<file path="src/inc/bah_consts.vh">
`ifndef BAH_CONSTS_VH
`define BAH_CONSTS_VH

// register byte offsets
`define BAH_OFS_CONFIG      5'h00
`define BAH_OFS_CONTROL     5'h04
`define BAH_OFS_STATUS      5'h08
`define BAH_OFS_SLAVE_RD    5'h0c
`define BAH_OFS_SLAVE_WR    5'h10

// data_config_register fields
`define BAH_CFG_WIDTH32     5
`define BAH_CFG_USER_IN0    8
`define BAH_CFG_USER_IN1    9
`define BAH_CFG_SYNC        10
`define BAH_CFG_USER_OUT0   11
`define BAH_CFG_USER_OUT1   12
`define BAH_CFG_RESET       32'h0000_0020
`define BAH_CFG_WMASK       32'h0000_1c20

// control and status fields
`define BAH_CTL_START       0
`define BAH_STS_DONE        0
`define BAH_STS_STATE_LO    1
`define BAH_STS_OWN         4
`define BAH_STS_SLAVE       5

// bus responses
`define BAH_RESP_OKAY       2'b00
`define BAH_RESP_SLVERR     2'b10

// master cycle states
`define BAH_ST_IDLE         3'h0
`define BAH_ST_WAIT         3'h1
`define BAH_ST_OWN          3'h2
`define BAH_ST_STROBE       3'h3
`define BAH_ST_END          3'h4
`define BAH_ST_RELEASE      3'h5

// synchronised pin vector layout
`define BAH_SYN_W           24
`define BAH_SYN_GRANT       0
`define BAH_SYN_STROBE      1
`define BAH_SYN_GACK        2
`define BAH_SYN_SELECT      3
`define BAH_SYN_HRST        4
`define BAH_SYN_USER0       5
`define BAH_SYN_USER1       6
`define BAH_SYN_DIR         7
`define BAH_SYN_DATA_LO     8
`define BAH_SYN_RESET       24'h00_009f

`endif

</file>
<file path="src/verilog/bah_ack_sampler.v">
`timescale 1ns/1ps
`include "bah_consts.vh"

module bah_ack_sampler (
	input  wire       aclk,
	input  wire       aresetn,
	input  wire       sync_mode,
	input  wire [1:0] ack_pin_n,
	output wire [1:0] ack_seen
);
	reg [1:0] stage1;
	reg [1:0] stage2;
	reg [1:0] stage3;

	always @(posedge aclk) begin
		if (!aresetn) begin
			stage1 <= 2'h3;
			stage2 <= 2'h3;
			stage3 <= 2'h3;
		end else begin
			stage1 <= ack_pin_n;
			stage2 <= stage1;
			stage3 <= stage2;
		end
	end

	// asynchronous sampling needs two agreeing samples; costs one cycle
	assign ack_seen = sync_mode ? ~stage2 : (~stage2 & ~stage3);
endmodule // bah_ack_sampler

</file>
<file path="src/verilog/bah_handshake.v">
`timescale 1ns/1ps
`include "bah_consts.vh"

module bah_handshake (
	input  wire        aclk,
	input  wire        aresetn,
	input  wire [4:0]  s_axi_awaddr,
	input  wire        s_axi_awvalid,
	output wire        s_axi_awready,
	input  wire [31:0] s_axi_wdata,
	input  wire [3:0]  s_axi_wstrb,
	input  wire        s_axi_wvalid,
	output wire        s_axi_wready,
	output reg  [1:0]  s_axi_bresp,
	output reg         s_axi_bvalid,
	input  wire        s_axi_bready,
	input  wire [4:0]  s_axi_araddr,
	input  wire        s_axi_arvalid,
	output wire        s_axi_arready,
	output reg  [31:0] s_axi_rdata,
	output reg  [1:0]  s_axi_rresp,
	output reg         s_axi_rvalid,
	input  wire        s_axi_rready,
	input  wire        bus_mode_select,
	input  wire        hard_reset_n,
	input  wire        hold_acknowledge,
	input  wire        grant_input_n,
	input  wire        slave_select_n,
	input  wire        slave_direction,
	input  wire        address_strobe_n_in,
	output reg         address_strobe_n_out,
	output reg         address_strobe_n_oe_n,
	input  wire        grant_acknowledge_n_in,
	output reg         grant_acknowledge_n_out,
	output reg         grant_acknowledge_n_oe_n,
	input  wire        size_ack_low_n_in,
	output wire        size_ack_low_n_out,
	output wire        size_ack_low_n_oe_n,
	input  wire        size_ack_high_n_in,
	output wire        size_ack_high_n_out,
	output wire        size_ack_high_n_oe_n,
	input  wire [15:0] data_in,
	output reg  [31:0] data_out,
	output wire        data_oe_n,
	input  wire        user_pin_zero_in,
	output reg         user_pin_zero_out,
	output reg         user_pin_zero_oe_n,
	input  wire        user_pin_one_in,
	output reg         user_pin_one_out,
	output reg         user_pin_one_oe_n
);
	wire [`BAH_SYN_W-1:0] pin_raw;
	reg  [`BAH_SYN_W-1:0] pin_meta;
	reg  [`BAH_SYN_W-1:0] pin_sync;
	wire [1:0]            ack_seen;
	reg  [31:0]           data_config_register;
	reg  [15:0]           slave_read_data;
	reg  [15:0]           slave_write_data;
	reg  [2:0]            state;
	reg  [2:0]            next_state;
	reg                   done_flag;
	reg                   start_req;
	reg                   slave_active;
	reg                   slave_ack;
	reg                   slave_read;
	reg                   aw_held;
	reg                   w_held;
	reg  [4:0]            aw_addr;
	reg  [31:0]           w_data;
	reg  [3:0]            w_strb;
	wire                  in_hard_reset;
	wire                  owns_bus;
	wire                  bus_free;
	wire                  ack_done;
	wire                  wr_fire;
	wire                  done_set;
	wire                  slave_hit;
	wire [31:0]           status_word;
	genvar                i;
	localparam [`BAH_SYN_W-1:0] syn_reset_val = `BAH_SYN_RESET;

	assign pin_raw = {data_in, slave_direction, user_pin_one_in,
		user_pin_zero_in, hard_reset_n, slave_select_n,
		grant_acknowledge_n_in, address_strobe_n_in, grant_input_n};

	// every pin except bus_mode_select and hold_acknowledge passes two flops before any logic looks at it
	generate
		for (i = 0; i < `BAH_SYN_W; i = i + 1) begin : g_sync
			always @(posedge aclk) begin
				if (!aresetn) begin
					pin_meta[i] <= syn_reset_val[i];
					pin_sync[i] <= syn_reset_val[i];
				end else begin
					pin_meta[i] <= pin_raw[i];
					pin_sync[i] <= pin_meta[i];
				end
			end
		end
	endgenerate

	bah_ack_sampler u_ack (
		.aclk      (aclk),
		.aresetn   (aresetn),
		.sync_mode (data_config_register[`BAH_CFG_SYNC]),
		.ack_pin_n ({size_ack_high_n_in, size_ack_low_n_in}),
		.ack_seen  (ack_seen)
	);

	assign in_hard_reset = ~pin_sync[`BAH_SYN_HRST];
	assign owns_bus = (state == `BAH_ST_OWN) || (state == `BAH_ST_STROBE) ||
		(state == `BAH_ST_END);
	// previous master and slave must both have left the bus
	assign bus_free = ~pin_sync[`BAH_SYN_GRANT] &
		pin_sync[`BAH_SYN_STROBE] &
		~ack_seen[0] & ~ack_seen[1] & pin_sync[`BAH_SYN_GACK];
	// width comes from the config bit only, never from the ack pattern
	assign ack_done = data_config_register[`BAH_CFG_WIDTH32] ?
		(ack_seen[0] & ack_seen[1]) :
		ack_seen[1];

	always @* begin
		next_state = state;
		case (state)
		`BAH_ST_IDLE: begin
			if (start_req && bus_mode_select)
				next_state = `BAH_ST_WAIT;
		end
		`BAH_ST_WAIT: begin
			if (bus_free && !slave_active)
				next_state = `BAH_ST_OWN;
		end
		`BAH_ST_OWN: begin
			next_state = `BAH_ST_STROBE;
		end
		`BAH_ST_STROBE: begin
			if (ack_done)
				next_state = `BAH_ST_END;
		end
		`BAH_ST_END: begin
			next_state = `BAH_ST_RELEASE;
		end
		default: begin
			next_state = `BAH_ST_IDLE;
		end
		endcase
	end

	always @(posedge aclk) begin
		if (!aresetn || in_hard_reset)
			state <= `BAH_ST_IDLE;
		else
			state <= next_state;
	end

	// master pin drive; released pins are driven high one cycle first, except in hard reset
	always @(posedge aclk) begin
		if (!aresetn) begin
			grant_acknowledge_n_out  <= 1'b1;
			grant_acknowledge_n_oe_n <= 1'b1;
			address_strobe_n_out     <= 1'b1;
			address_strobe_n_oe_n    <= 1'b1;
		end else begin
			grant_acknowledge_n_out  <= ~(next_state == `BAH_ST_OWN ||
				next_state == `BAH_ST_STROBE ||
				next_state == `BAH_ST_END);
			grant_acknowledge_n_oe_n <= (next_state == `BAH_ST_IDLE) ||
				(next_state == `BAH_ST_WAIT) || in_hard_reset;
			address_strobe_n_out     <= ~(next_state == `BAH_ST_STROBE);
			address_strobe_n_oe_n    <= ~(next_state == `BAH_ST_STROBE ||
				next_state == `BAH_ST_END) || in_hard_reset;
		end
	end

	// slave response to the host
	always @(posedge aclk) begin
		if (!aresetn || in_hard_reset) begin
			slave_active     <= 1'b0;
			slave_ack        <= 1'b0;
			slave_read       <= 1'b0;
			slave_write_data <= 16'h0000;
			data_out         <= 32'h0000_0000;
		end else if (!slave_active) begin
			slave_ack <= 1'b0;
			if (!pin_sync[`BAH_SYN_SELECT] && bus_mode_select &&
					!owns_bus) begin
				slave_active <= 1'b1;
				slave_read   <= pin_sync[`BAH_SYN_DIR];
				data_out     <= {16'h0000, slave_read_data};
				if (!pin_sync[`BAH_SYN_DIR])
					slave_write_data <= pin_sync[`BAH_SYN_DATA_LO +: 16];
			end
		end else begin
			slave_ack <= 1'b1;
			if (pin_sync[`BAH_SYN_SELECT]) begin
				slave_active <= 1'b0;
				slave_ack    <= 1'b0;
			end
		end
	end

	assign slave_hit            = slave_ack & bus_mode_select;
	assign size_ack_low_n_out   = 1'b0;
	assign size_ack_high_n_out  = 1'b0;
	assign size_ack_low_n_oe_n  = ~slave_hit;
	assign size_ack_high_n_oe_n = ~slave_hit;
	// upper lanes driven too, always as zero
	assign data_oe_n            = ~(slave_active & slave_read);

	// user pins: inputs in hard reset, outputs while mastering
	always @(posedge aclk) begin
		if (!aresetn) begin
			user_pin_zero_out  <= 1'b0;
			user_pin_zero_oe_n <= 1'b1;
			user_pin_one_out   <= 1'b0;
			user_pin_one_oe_n  <= 1'b1;
		end else if (in_hard_reset) begin
			user_pin_zero_oe_n <= 1'b1;
			user_pin_one_oe_n  <= 1'b1;
		end else if (owns_bus || hold_acknowledge) begin
			user_pin_zero_out  <= data_config_register[`BAH_CFG_USER_OUT0];
			user_pin_one_out   <= data_config_register[`BAH_CFG_USER_OUT1];
			user_pin_zero_oe_n <= 1'b0;
			user_pin_one_oe_n  <= 1'b0;
		end else begin
			user_pin_zero_oe_n <= 1'b1;
			user_pin_one_oe_n  <= 1'b1;
		end
	end

	// register bus write side
	assign s_axi_awready = ~aw_held & ~s_axi_bvalid;
	assign s_axi_wready  = ~w_held & ~s_axi_bvalid;
	assign wr_fire       = aw_held & w_held & ~s_axi_bvalid;
	assign done_set      = (state == `BAH_ST_END);

	always @(posedge aclk) begin
		if (!aresetn) begin
			aw_held      <= 1'b0;
			w_held       <= 1'b0;
			aw_addr      <= 5'h00;
			w_data       <= 32'h0000_0000;
			w_strb       <= 4'h0;
			s_axi_bvalid <= 1'b0;
			s_axi_bresp  <= `BAH_RESP_OKAY;
		end else begin
			if (s_axi_awvalid && s_axi_awready) begin
				aw_held <= 1'b1;
				aw_addr <= s_axi_awaddr;
			end
			if (s_axi_wvalid && s_axi_wready) begin
				w_held <= 1'b1;
				w_data <= s_axi_wdata;
				w_strb <= s_axi_wstrb;
			end
			if (wr_fire) begin
				aw_held      <= 1'b0;
				w_held       <= 1'b0;
				s_axi_bvalid <= 1'b1;
				if (aw_addr == `BAH_OFS_CONFIG || aw_addr == `BAH_OFS_CONTROL ||
						aw_addr == `BAH_OFS_STATUS || aw_addr == `BAH_OFS_SLAVE_RD)
					s_axi_bresp <= `BAH_RESP_OKAY;
				else
					s_axi_bresp <= `BAH_RESP_SLVERR;
			end else if (s_axi_bvalid && s_axi_bready) begin
				s_axi_bvalid <= 1'b0;
			end
		end
	end

	// registers steered by software, plus the strap capture
	always @(posedge aclk) begin
		if (!aresetn) begin
			data_config_register <= `BAH_CFG_RESET;
			slave_read_data      <= 16'h0000;
			start_req            <= 1'b0;
			done_flag            <= 1'b0;
		end else begin
			// only writable fields move; strap bits 8 and 9 stay read-only
			if (wr_fire && aw_addr == `BAH_OFS_CONFIG && w_strb[1])
				data_config_register[`BAH_CFG_USER_OUT1:`BAH_CFG_SYNC]
					<= w_data[`BAH_CFG_USER_OUT1:`BAH_CFG_SYNC];
			if (wr_fire && aw_addr == `BAH_OFS_CONFIG && w_strb[0])
				data_config_register[`BAH_CFG_WIDTH32] <=
					w_data[`BAH_CFG_WIDTH32];
			// last sample before release is what stays latched
			if (in_hard_reset) begin
				data_config_register[`BAH_CFG_USER_IN0] <=
					pin_sync[`BAH_SYN_USER0];
				data_config_register[`BAH_CFG_USER_IN1] <=
					pin_sync[`BAH_SYN_USER1];
			end
			if (wr_fire && aw_addr == `BAH_OFS_SLAVE_RD) begin
				if (w_strb[0])
					slave_read_data[7:0] <= w_data[7:0];
				if (w_strb[1])
					slave_read_data[15:8] <= w_data[15:8];
			end
			if (wr_fire && aw_addr == `BAH_OFS_CONTROL && w_strb[0] &&
					w_data[`BAH_CTL_START])
				start_req <= 1'b1;
			else if (state != `BAH_ST_IDLE || in_hard_reset)
				start_req <= 1'b0;
			// a completing cycle beats a simultaneous clear
			if (done_set)
				done_flag <= 1'b1;
			else if (wr_fire && aw_addr == `BAH_OFS_STATUS && w_strb[0] &&
					w_data[`BAH_STS_DONE])
				done_flag <= 1'b0;
		end
	end

	// register bus read side
	assign s_axi_arready = ~s_axi_rvalid;
	assign status_word = {26'h0, slave_active, owns_bus, state,
		done_flag};

	always @(posedge aclk) begin
		if (!aresetn) begin
			s_axi_rvalid <= 1'b0;
			s_axi_rdata  <= 32'h0000_0000;
			s_axi_rresp  <= `BAH_RESP_OKAY;
		end else if (s_axi_arvalid && s_axi_arready) begin
			s_axi_rvalid <= 1'b1;
			s_axi_rresp  <= `BAH_RESP_OKAY;
			if (s_axi_araddr == `BAH_OFS_CONFIG)
				s_axi_rdata <= data_config_register;
			else if (s_axi_araddr == `BAH_OFS_CONTROL)
				s_axi_rdata <= {31'h0, start_req};
			else if (s_axi_araddr == `BAH_OFS_STATUS)
				s_axi_rdata <= status_word;
			else if (s_axi_araddr == `BAH_OFS_SLAVE_RD)
				s_axi_rdata <= {16'h0000, slave_read_data};
			else if (s_axi_araddr == `BAH_OFS_SLAVE_WR)
				s_axi_rdata <= {16'h0000, slave_write_data};
			else begin
				s_axi_rdata <= 32'h0000_0000;
				s_axi_rresp <= `BAH_RESP_SLVERR;
			end
		end else if (s_axi_rvalid && s_axi_rready) begin
			s_axi_rvalid <= 1'b0;
		end
	end
endmodule // bah_handshake
</file>
<file path="config.mk">
export PLATFORM = sky130hd
export DESIGN_NAME = bah_handshake
export DESIGN_NICKNAME = d
export VERILOG_FILES = /design/src/verilog/bah_ack_sampler.v /design/src/verilog/bah_handshake.v
export VERILOG_INCLUDE_DIRS = /design/src /design/src/inc
export SDC_FILE = /design/constraint.sdc
export NUM_CORES = 1
export LEC_CHECK = 0
export BUFFER_PORTS_ARGS = -buffer_cell sky130_fd_sc_hd__buf_2
export CAP_MARGIN = 20
export CORE_AREA = 2 2 149 115
export DETAILED_ROUTE_END_ITERATION = 10
export DIE_AREA = 0 0 151 117
export GPL_ROUTABILITY_DRIVEN = 1
export SYNTH_ARGS = -nofsm -noshare
export SYNTH_HDL_FRONTEND = slang
export SYNTH_SLANG_ARGS = --single-unit
</file>
<file path="constraint.sdc">
create_clock -name aclk -period 5.2 [get_ports aclk]
set_clock_uncertainty 0.2 [all_clocks]
set_input_delay 0.52 -clock aclk [delete_from_list [all_inputs] [get_ports aclk]]
set_output_delay 0.52 -clock aclk [all_outputs]
set_load 0.03 [all_outputs]
</file>
==> results.yml <==
final_layout:
  fin_nets: 843
  diodes: 0
  syn_to_final_growth_pct: 16.7
  seq_area_um2: 3360
  fin_util_pct: 45.5
  multi_input_area_um2: 2590
  final_area_um2: 7420
  drive_gt1_share_pct: 20.0
  fin_cells: 989
  fill_cells: 1554
grt:
  antenna_found_initial: 0
  grt.total_usage_pct: 16.8
  overflow: 0
  grt_pass1_wl_um: 22600
  grt_max_degree: 114
  grt_pass1_vias: 4404
synthesis:
  yosys_warnings: 0
  yosysMostFrequentCell: "dfxtp_1"
  synth_common_cells: "dfxtp_1 (168), nand2_1 (104), buf_4 (41)"
  synth_mux_area_share_pct: 4.41
  ys_ff_latch: 168
  synthSimpleGateAreaFrac_pct: 21.0
  syn_inst: 672
  ys.flop_type: "dfxtp_1"
  ys_top_cells_by_area: "dfxtp_1 (53%), nand2_1 (6.1%), buf_4 (4.8%), mux2i_1 (4.4%), and2_1 (3.9%)"
  synth_top_family_by_area: "simple AND/OR/NAND/NOR gates"
  synth-edff-count: 0
  yosysUniqueCellTypes: 57
  async_flop_share_pct: 0
  yosysTopAreaCell: "dfxtp_1"
  synth_top_cell_area_share_pct: 52.9
  synthXorXnorAreaFrac_pct: 0
  synth_area_um2: 6360
  synth_compound_area_share_pct: 13.2
  synth_fa_ha_area_share_pct: 0
  syn_avg_cell_area_um2: 9.46
  ys_seq_area_share_pct: 52.9
place:
  dpl.hpwl_um: 10400
  dp_cells: 957
  port_buffers: 112
  gp_congestion: 0.827
  dpl_cell_area_um2: 6830
clock_tree:
  cts_tree: "yes"
  clock_path_buffers: 2
  hold_buffers: 0
  ctsResizeCount: 0
  clock_latency_ps: 420
  cts_buffers: 17
  clock_sinks: 168
  clkTransAtPathRegs_ps: 60
  cts-root-buf: "clkbuf_16"
  htreeDepth: 4
  post-cts-setup-buffer-count: 0
drt:
  via_per_inst: 4.83
  drt-wirelength-per-cell_um: 14.7
  ant_nets: 0
  wirelength_um: 14500
  dr.first_iter.drc_count: 289
  first_pass_iters: 5
  vias: 4780
  post-route-drc-count: 0
sta:
  min_period_over_period_pct: 41.8
  maxSlewViolCount: 0
  fmax_mhz: 460
  setup_tns_ps: 0
  worstMarginPinSlew_ps: 951
  rsz0062_at_grt: "no"
  hold_violations: 0
  slew_headroom_pct: 36.4
  finalSetupViolations: 0
  fin_crit_ps: 2180
floorplan:
  die_w_um: 151
  fp-row-count: 41
  dieHeight_um: 117
  core_area_um2: 16300
  ios: 167
  die_area_um2: 17700
  start_util_pct: 39.0
setup_path:
  arrival_ps: 2300
  cp.required_ps: 5320
  critPathCaptureType: "register"
  path_max_fanout: 17
  crit_path_start_kind: "register"
  path_class: "reg2reg"
power_and_ir_drop:
  irDropWorstVdd_v: 0.000176
  power.leakage_nw: 3.11
  finalPower_mw: 2.76
  powerDensity_nw_per_um2: 371
flow_run:
  cap_violations: 0
worst_hold_path:
  min_path_type: "in2reg"
status:
  status: "finished, final reports clean"
final cells by class:
cell class / count / area share [%]
flip-flops and latches: 168 / 45.3
multi-input cells: 452 / 34.9
repair buffers: 116 / 8.04
clock buffers: 22 / 6.53
well taps: 215 / 3.63
clock inverters: 9 / 1.23
inverters: 7 / 0.354
per-stage QoR:
| stage | hold WS [ps] | setup slack (ps) |
|---|---|---|
| CTS | 70.2 | 3050 |
| global placement | 199 | 2880 |
| floorplan | 186 | 3230 |
| global route | 68.9 | 2860 |
| finish | 82.3 | 3020 |
| detailed placement | 197 | 2820 |
power breakdown:
| part | leakage, nW | total (mW) | switching, mW | internal, mW |
|---|---|---|---|---|
| logic | 1.46 | 0.202 | 0.138 | 0.0636 |
| registers | 1.37 | 1.35 | 0.0203 | 1.33 |
| clock network | 0.283 | 1.21 | 0.496 | 0.710 |
| total | 3.11 | 2.76 | 0.655 | 2.10 |
final timing paths:
| kind | start | to | slack (ps) | depth (start not counted) |
|---|---|---|---|---|
| worst min-delay path | grant_acknowledge_n_in | pin_meta[2]$_SDFF_PN1_ | 80 | 2 |
| worst max register to register | s_axi_rvalid$_SDFFE_PN0P_ | s_axi_rdata[14]$_SDFFE_PN0P_ | 3020 | 4 |
| worst max-delay path | s_axi_rvalid$_SDFFE_PN0P_ | s_axi_rdata[14]$_SDFFE_PN0P_ | 3020 | 4 |
| worst min register to register | u_ack.stage1[1]$_SDFF_PN1_ | u_ack.stage2[1]$_SDFF_PN1_ | 210 | 1 |
logic make-up (layout without fill, tap and decap cells):
group | count (synthesis) | in the layout
AND/OR/NAND/NOR | 256 | 256
flip-flops | 168 | 168
AO/OA/AOI/OAI | 132 | 132
buffers and inverters | 87 | 154
multiplexers | 28 | 28
other | 1 | 36
placed cells by master, fill, tap and decap left out, types with 20 or more instances in the layout:
cell type  instances
and2_1            40
mux2i_1           28
dfxtp_1          168
conb_1            36
nand3_1           27
a21boi_0          20
o21ai_0           27
nand2_1          104
nand2b_1          22
nor2_1            26
buf_2            111
a21oi_1           37
critical path, stage by stage, from the launching register on:
cell and delay, ps:
dfxtp_1 340, nand2b_1 500, a21oi_1 510, nand2_1 280, o21ai_0 260
per-layer routing:
layer / global-route usage (%) / up-vias / routed length [um] / part of all wire [%]
li1: - / 2369 / - / -
met1: 22.1 / 2238 / 6750 / 46
met2: 26.6 / 159 / 6520 / 45
met3: 5.23 / 14 / 1120 / 7.7
met4: 5.17 / 0 / 139 / 0.96
met5: 0 / - / 0 / 0
flip-flops by register name (all words and copies together), names as in the netlist, 3 cells and up:
name / count
aw_addr: 5
pin_meta: 24
data_config_register: 6
state: 3
pin_sync: 24
slave_write_data: 16
data_out: 16
s_axi_rdata: 16
w_data: 16
slave_read_data: 16
No activity file was read; power rests on OpenSTA's default activity.
